[src/include/cdsx_pkg.sv]
// package for the complement / decrement-skip execution block
// assumes a core with a four-phase instruction cycle
package cdsx_pkg;
    localparam int INSTR_W = 14;
    localparam int DATA_W = 8;
    localparam int ADDR_W = 7;
    localparam int OPC_LSB = 8;
    localparam int DEST_BIT = 7;
    localparam logic [5:0] OPC_COMPLEMENT = 6'h09;
    localparam logic [5:0] OPC_DEC_SKIP = 6'h0b;
    localparam logic DEST_ACC = 1'h0;
    localparam logic [DATA_W-1:0] DATA_RESET = 8'h00;

    typedef enum logic [1:0] {
        CDSX_Q1 = 2'b00,
        CDSX_Q2 = 2'b01,
        CDSX_Q3 = 2'b10,
        CDSX_Q4 = 2'b11
    } cdsx_phase_t;

    typedef struct packed {
        logic [DATA_W-1:0] data;
        logic [ADDR_W-1:0] addr;
        logic toFile;
        logic toAcc;
        logic zeroWr;
        logic zeroVal;
    } cdsx_result_t;
endpackage

[src/verilog/cdsx_exec.sv]
// execution of complement and decrement-skip on a four-phase cycle
// assumes register file answers fileRdData combinationally to fileRdAddr
// Notes on behaviour
// - complement inverts the addressed register and sets zero from result.
// - complement goes to the accumulator when dest is 0, else the register.
// - complement is one cycle: decode, read, process, write in Q1..Q4.
// - decrement-skip subtracts one and leaves every status flag alone.
// - decrement-skip goes to the accumulator when dest is 0, else register.
// - a zero decrement result turns the next cycle into an idle no-op.
// - a nonzero decrement result lets the next instruction run normally.
`timescale 1ns/10ps
`default_nettype none
module cdsx_exec (
    input wire logic sys_clk,
    input wire logic resetn,
    input wire logic clkEn,
    input wire logic [cdsx_pkg::INSTR_W-1:0] instrWord,
    input wire logic [cdsx_pkg::DATA_W-1:0] fileRdData,
    output logic [cdsx_pkg::ADDR_W-1:0] fileRdAddr,
    output cdsx_pkg::cdsx_result_t result,
    output logic skipNext,
    output cdsx_pkg::cdsx_phase_t phase
);
    import cdsx_pkg::*;

    // ==========================================================
    // state
    cdsx_phase_t phase_r, phase_nxt;
    logic [INSTR_W-1:0] ir_r, ir_nxt;
    logic [DATA_W-1:0] opnd_r, opnd_nxt;
    logic [DATA_W-1:0] res_r, res_nxt;
    logic nop_r, nop_nxt;
    logic skip_r, skip_nxt;
    cdsx_result_t out_r, out_nxt;
    logic isComp, isDec, destFile;

    // ==========================================================
    // helpers
    function automatic logic [5:0] opcode_of(
        input logic [INSTR_W-1:0] word
    );
        return word[INSTR_W-1:OPC_LSB];
    endfunction

    function automatic logic is_zero(input logic [DATA_W-1:0] value);
        return value == DATA_RESET;
    endfunction

    // ==========================================================
    // decode
    // field decode
    assign isComp = opcode_of(ir_r) == OPC_COMPLEMENT;
    assign isDec = opcode_of(ir_r) == OPC_DEC_SKIP;
    assign destFile = ir_r[DEST_BIT] != DEST_ACC;
    assign fileRdAddr = ir_r[ADDR_W-1:0];

    always_comb begin
        phase_nxt = phase_r;
        ir_nxt = ir_r;
        opnd_nxt = opnd_r;
        res_nxt = res_r;
        nop_nxt = nop_r;
        skip_nxt = 1'b0;
        out_nxt = '0;
        if (clkEn) begin
            case (phase_r)
                CDSX_Q1: begin
                    phase_nxt = CDSX_Q2;
                    ir_nxt = instrWord;
                end
                CDSX_Q2: begin
                    phase_nxt = CDSX_Q3;
                    if (!nop_r) begin
                        opnd_nxt = fileRdData;
                    end
                end
                CDSX_Q3: begin
                    phase_nxt = CDSX_Q4;
                    if (isComp) begin
                        res_nxt = ~opnd_r;
                    end else begin
                        res_nxt = opnd_r - 8'h01;
                    end
                end
                CDSX_Q4: begin
                    phase_nxt = CDSX_Q1;
                    nop_nxt = 1'b0;
                    if (!nop_r && (isComp || isDec)) begin
                        out_nxt.data = res_r;
                        out_nxt.addr = ir_r[ADDR_W-1:0];
                        out_nxt.toFile = destFile;
                        out_nxt.toAcc = !destFile;
                        out_nxt.zeroWr = isComp;
                        out_nxt.zeroVal = isComp && is_zero(res_r);
                        if (isDec && is_zero(res_r)) begin
                            nop_nxt = 1'b1;
                            skip_nxt = 1'b1;
                        end
                    end
                end
                default: phase_nxt = CDSX_Q1;
            endcase
        end else begin
            out_nxt = out_r;
            skip_nxt = skip_r;
        end
    end

    always_ff @(posedge sys_clk) begin
        if (!resetn) begin
            phase_r <= CDSX_Q1;
            ir_r <= '0;
            opnd_r <= DATA_RESET;
            res_r <= DATA_RESET;
            nop_r <= 1'b0;
            skip_r <= 1'b0;
            out_r <= '0;
        end else begin
            phase_r <= phase_nxt;
            ir_r <= ir_nxt;
            opnd_r <= opnd_nxt;
            res_r <= res_nxt;
            nop_r <= nop_nxt;
            skip_r <= skip_nxt;
            out_r <= out_nxt;
        end
    end

    assign result = out_r;
    assign skipNext = skip_r;
    assign phase = phase_r;

    // ==========================================================
    // checks
    // complement result
    a_comp_value: assert property (
        @(posedge sys_clk) disable iff (!resetn)
        clkEn && phase_r == CDSX_Q4 && !nop_r && isComp
        |=> out_r.data == ~$past(opnd_r, 2) && out_r.zeroWr)
        else $error("complement result wrong");

    a_comp_zero: assert property (
        @(posedge sys_clk) disable iff (!resetn)
        clkEn && phase_r == CDSX_Q4 && !nop_r && isComp
        |=> out_r.zeroVal == (~$past(opnd_r) == DATA_RESET))
        else $error("complement zero flag wrong");

    a_comp_dest: assert property (
        @(posedge sys_clk) disable iff (!resetn)
        clkEn && phase_r == CDSX_Q4 && !nop_r && isComp
        |=> out_r.toFile == destFile && out_r.toAcc != destFile)
        else $error("complement destination wrong");

    a_phase_order: assert property (
        @(posedge sys_clk) disable iff (!resetn)
        clkEn && phase_r == CDSX_Q4 |=> phase_r == CDSX_Q1)
        else $error("phase did not wrap");

    a_phase_step: assert property (
        @(posedge sys_clk) disable iff (!resetn)
        clkEn && phase_r != CDSX_Q4
        |=> phase_r == $past(phase_r) + 2'd1)
        else $error("phase skipped a step");

    a_freeze_hold: assert property (
        @(posedge sys_clk) disable iff (!resetn)
        !clkEn
        |=> $stable(phase_r) && $stable(out_r) && $stable(skip_r))
        else $error("state moved with enable low");

    a_dec_flags: assert property (
        @(posedge sys_clk) disable iff (!resetn)
        clkEn && phase_r == CDSX_Q4 && !nop_r && isDec
        |=> !out_r.zeroWr && out_r.data == $past(opnd_r, 2) - 8'h01)
        else $error("decrement touched flags or value");

    a_dec_dest: assert property (
        @(posedge sys_clk) disable iff (!resetn)
        clkEn && phase_r == CDSX_Q4 && !nop_r && isDec
        |=> out_r.toFile == destFile)
        else $error("decrement destination wrong");

    a_dec_skip: assert property (
        @(posedge sys_clk) disable iff (!resetn)
        clkEn && phase_r == CDSX_Q4 && !nop_r && isDec && is_zero(res_r)
        |=> skipNext && nop_r)
        else $error("zero decrement did not skip");

    a_skip_idle: assert property (
        @(posedge sys_clk) disable iff (!resetn)
        clkEn && phase_r == CDSX_Q4 && nop_r
        |=> !out_r.toAcc && !out_r.toFile && !skip_r)
        else $error("skip cycle not idle");

    a_skip_slot: assert property (
        @(posedge sys_clk) disable iff (!resetn)
        skip_r |-> nop_r && phase_r == CDSX_Q1)
        else $error("skip pulse without idle slot");

    a_skip_pulse: assert property (
        @(posedge sys_clk) disable iff (!resetn)
        skip_r && clkEn |=> !skip_r)
        else $error("skip pulse too long");

    a_no_skip: assert property (
        @(posedge sys_clk) disable iff (!resetn)
        clkEn && phase_r == CDSX_Q4 && isDec && res_r != DATA_RESET
        |=> !skip_r && !nop_r)
        else $error("skip on nonzero result");

    a_addr_field: assert property (
        @(posedge sys_clk) disable iff (!resetn)
        clkEn && phase_r == CDSX_Q1
        |=> fileRdAddr == $past(instrWord[ADDR_W-1:0]))
        else $error("address field wrong");

    a_other_quiet: assert property (
        @(posedge sys_clk) disable iff (!resetn)
        clkEn && phase_r == CDSX_Q4 && !isComp && !isDec
        |=> !out_r.toAcc && !out_r.toFile && !skip_r)
        else $error("strobe on other opcode");
endmodule // cdsx_exec
`default_nettype wire

[config.mk]
export PLATFORM = sky130hd
export DESIGN_NAME = cdsx_exec
export DESIGN_NICKNAME = d
export VERILOG_FILES = /design/src/include/cdsx_pkg.sv /design/src/verilog/cdsx_exec.sv
export SDC_FILE = /design/constraint.sdc
export NUM_CORES = 1
export LEC_CHECK = 0
export BUFFER_PORTS_ARGS = -buffer_cell sky130_fd_sc_hd__buf_2
export CAP_MARGIN = 0
export CORE_MARGIN = 3
export CORE_UTILIZATION = 57
export DETAILED_ROUTE_END_ITERATION = 8
export GPL_TIMING_DRIVEN = 0
export PLACE_DENSITY_LB_ADDON = 0.25
export RECOVER_POWER = 25
export SYNTH_ARGS = -nofsm -noshare
export SYNTH_HDL_FRONTEND = slang
export SYNTH_SLANG_ARGS = --single-unit
[constraint.sdc]
create_clock -name sys_clk -period 3.8 [get_ports sys_clk]
set_input_delay 0.19 -clock sys_clk [delete_from_list [all_inputs] [get_ports sys_clk]]
set_output_delay 0.19 -clock sys_clk [all_outputs]
set_load 0.01 [all_outputs]
; Yosys cells after proc, flatten, opt, wreduce, memory -nomap -nowiden
; Cells that the tools add are included.
[totals]
output_inout_bits = 29
inputBits = 25
elab_cells = 39
register_bits = 53
[classes]
n_eq_ne = 5
reduce_logical = 12
add_sub_neg = 1
muxes = 7
bitwise = 2
[op_table]
columns = op, count
row1 = 2-to-1 mux 19 bit, 2
row2 = "equality test 6 x 4 -> 1 bit, second input constant", 2
row3 = zero test 8 bit, 1
row4 = 2-to-1 mux 8 bit, 1
row5 = NOT 8 bit, 1
row6 = case mux 2 bit (4 select lines), 1
row7 = "subtractor 8 x 1 -> 8 bit, second input constant", 1
row8 = AND reduction 2 bit, 3
row9 = "equality test 2 bit, second input constant", 2
row10 = logical AND 1 bit, 3
row11 = 2-to-1 mux 1 bit, 3
row12 = AND reduction 3 bit, 1
row13 = "equality test 2 x 1 -> 1 bit, second input constant", 1
row14 = zero test 1 bit, 2
row15 = zero test 2 bit, 1
row16 = logical OR 1 bit, 1
row17 = NOT 1 bit, 1

; Longest topological paths before layout
[logic_depth]
word_depth = 5
depth_mapped = 7
ltp_nobuf = 5

; Worst setup path after synthesis
; Ideal clock, no wire load.
[synth_path]
path_type = register -> register
from = reg phase_r[0] (netlist: phase[0])
to = reg res_r[5]
t_arrival_ps = 1465
period_less_slack_ps = 1584
slack_ps = 2216
setup_ps = 120
path_stages_with_launch = 7
t_required_ps = 3680
path_buffers = 1
path_cell_list = dfxtp_1 -> inv_1 -> ha_1 -> and2_1 -> buf_2 -> and3_1 -> a211o_1
[synth_via]
elab_chain_len = 2
[synth_rtl]
columns = item, line_no
row1 = from (decl), cdsx_exec.sv:28  ; cdsx_phase_t phase_r, phase_nxt;
row2 = from (signal assigned), cdsx_exec.sv:119  ; phase_r <= phase_nxt;
row3 = equality test 2 bit, cdsx_exec.sv:66  ; case (phase_r)
row4 = AND reduction 2 bit (no line), -
row5 = to (signal assigned), cdsx_exec.sv:122  ; res_r <= res_nxt;
row6 = to (decl), cdsx_exec.sv:31  ; logic [DATA_W-1:0] res_r, res_nxt;
; Every way passes these cells.
; A chain may end at the register's enable or synchronous reset.

; Worst setup path after layout
[layout_path]
from = reg phase_r[0] (netlist: phase[0])
to = reg res_r[6]
; The elaborated chain is that of the path after synthesis.

==> flow_metrics.tcl <==
set metrics [dict create \
    cp.required_ns 4.00 \
    die_area_um2 5050 \
    grtUsageMet3_pct 5.40 \
    die_h_um 71.1 \
    clkSlewWorstSetupHoldPaths_ns 0.09 \
    grt_max_degree 16 \
    area.sequential_um2 1060 \
    finalCritPeriodShare_pct 44.4 \
    finish.net_count 362 \
    rsz0062_at_grt "no" \
    vias 2026 \
    post_cts_resized 0 \
    antenna_found_initial 0 \
    grt.busiest_layer "met2" \
    period_minus_slack_ns 1.69 \
    grt_pass1_vias 1869 \
    r2r_start "phase[0]" \
    setup_viol 0 \
    cts.sinks 53 \
    syn-cell-area_um2 2410 \
    grt_usage_pct 21.5 \
    synth_edf_count 0 \
    skew_ns 0.00710 \
    cts_max_path_buffers 2 \
    wl_mm 5.16 \
    use_met1_pct 29.4 \
    path_class "flop to flop" \
    postCtsHoldBufs 0 \
    hold_viol_final 0 \
    core_region_area_um2 4060 \
    crit_path_end_kind "flop" \
    finalPower_uw 1080 \
    postSynthAreaPerCell_um2 8.91 \
    viasPerCell 5.30 \
    leakagePower_uw 0.00122 \
    yosysSeqAreaShare_pct 43.9 \
    synthToLayoutAreaGrowth_pct 16.7 \
    post-cts-setup-buffers 0 \
    rows 23 \
    hold-path-cell-count 3 \
    worstMarginPinSlew_ns 0.483 \
    hold_class "input port to flop" \
    cts-root-buf "clkbuf_8" \
    ant_nets 0 \
    cp.arrival_ns 1.89 \
    drc 0 \
    startpoint "phase[0]" \
    use_met2_pct 33.2 \
    antenna-diode-count 0 \
    setup_tns_ns 0 \
    syn-num-nets 302 \
    synth-main-ff-cell "dfxtp_1" \
    cp-start-kind "flop" \
    numCtsBuffers 5 \
    cp_max_fo 10 \
    grt_pass1_wl_mm 8.72 \
    reg2reg_slack_ns 2.11 \
    powerDensity_nw_per_um2 382 \
    io_buffers 53 \
    peakVddDrop_mv 0.263 \
    multi_input_area_um2 1190 \
    ios 54 \
    ys_warn_count 0 \
    synthArstFlopShare_pct 0 \
    fmax_ghz 0.593 \
    maxSlewViolCount 0 \
    ys_types 36 \
    hpwlAfterDp_mm 3.78 \
    reg2regPathDepth 6 \
    tritoncts "built" \
    start_util_pct 59.5 \
    maxCapViolations 0 \
    firstDrtPassIters 4 \
    hp-start "instrWord[10]" \
    ctsHtreeMaxLevel 2 \
    wl_per_cell_um 13.5 \
    yosys_register_bits 53 \
    max_slew_margin_pct 67.8 \
    drt_iter0_drc 112 \
    reg2reg_to "res_r[6]" \
    grt_overflow 0 \
    hold_end "ir_r[10]" \
    die_w_um 71.1 \
    drive_gt1_share_pct 18.7 \
    clk_latency_ns 0.31 \
    status "finished, final reports clean" \
    syn_inst 271 \
    n_fill_cell 349 \
    place.gp.congestion 0.835 \
]
power breakdown:
group	internal (uW)	switching, uW	total (uW)
sequential	575	19.5	594
clock	165	183	348
combinational	63.2	71.2	134
total	803	274	1080
cells in the mapped netlist, types with 2 or more instances:
master,count,area [um2]
dfxtp_1,53,1060
nor2b_1,44,275
nand2_1,38,143
a21oi_1,21,105
a21boi_0,15,113
mux2i_1,9,90.1
clkbuf_1,8,30.0
buf_2,7,35.0
buf_4,7,52.6
ha_1,6,75.1
nand3_1,6,30.0
and3_1,5,31.3
a22oi_1,4,30.0
inv_1,4,15.0
nand2b_1,4,25.0
nand4_1,4,25.0
nor2_1,4,15.0
nor3_1,4,20.0
buf_6,3,33.8
nor4b_1,3,26.3
o21ai_0,3,15.0
a211o_1,2,17.5
and3b_1,2,17.5
nand3b_1,2,15.0
o311ai_0,2,17.5
registers in the layout (all words and copies together), names as in the netlist:
register,count
result,19
opnd_r,8
phase,2
ir_r,14
res_r,8
nop_r,1
skipNext,1
cells by family (layout without fill, tap and decap cells):
| kind of cell | after synthesis | in the layout | share of synthesized area [%] |
|---|---|---|---|
| AOI/OAI and AO/OA | 51 | 51 | 13.9 |
| adders and majority gates | 6 | 6 | 3.11 |
| buffers and inverters | 29 | 90 | 6.89 |
| DFF | 53 | 53 | 43.9 |
| muxes | 9 | 9 | 3.73 |
| and+or+nand+nor | 123 | 123 | 28.4 |
layout make-up:
| type | count | area share [%] |
|---|---|---|
| repair buffers | 53 | 8.52 |
| clock buffers | 7 | 3.42 |
| well taps | 50 | 2.22 |
| multi-input cells | 189 | 42.1 |
| plain buffers | 25 | 5.37 |
| flip-flops and latches | 53 | 37.6 |
| clock inverters | 1 | 0.178 |
| inverters | 4 | 0.533 |
layout by cell type, fill, tap and decap left out, drive strengths merged, types with 5 or more instances in the layout:
cell type  Yosys  final
and3           6      6
a21oi         21     21
a21boi        15     15
buf           17     50
dfxtp         53     53
clkbuf         8     35
nand3          6      6
nand2         38     38
nor3           5      5
nor2b         44     44
ha             6      6
mux2i          9      9
per-layer routing:
layer  vias up  part of all wire (%)
li1       1030                     -
met1       919                    47
met2        68                    45
met3         9                   6.3
met4         0                   1.5
met5         -                     0
critical path: stages, from the launching register on:
cell and delay [ns]:
dfxtp_1 0.42, inv_1 0.11, ha_1 0.24, and2_1 0.16, buf_2 0.18, and3_1 0.20, a211o_1 0.28
stage by stage:
stage	instances	hold slack [ns]	worst slack (ns)	utilization, %	instance area, um2
global placement	374	0.433	2.19	67.6	2740
floorplan	271	0.335	2.22	-	2410
global route	382	0.114	2.03	69.5	2820
detailed placement	374	0.437	2.14	67.6	2740
finish	382	0.116	2.11	69.5	2820
CTS	382	0.120	2.13	70.1	2840
worst max path at each step:
stage / endpoint / slack (ns) / depth (start not counted)
floorplan: res_r[5] / 2.22 / 6
finish: res_r[6] / 2.11 / 6
CTS: res_r[6] / 2.13 / 6
detailed placement: res_r[6] / 2.14 / 6
global route: res_r[6] / 2.03 / 6
global placement: res_r[6] / 2.19 / 6
(Power assumes the default switching activity.)
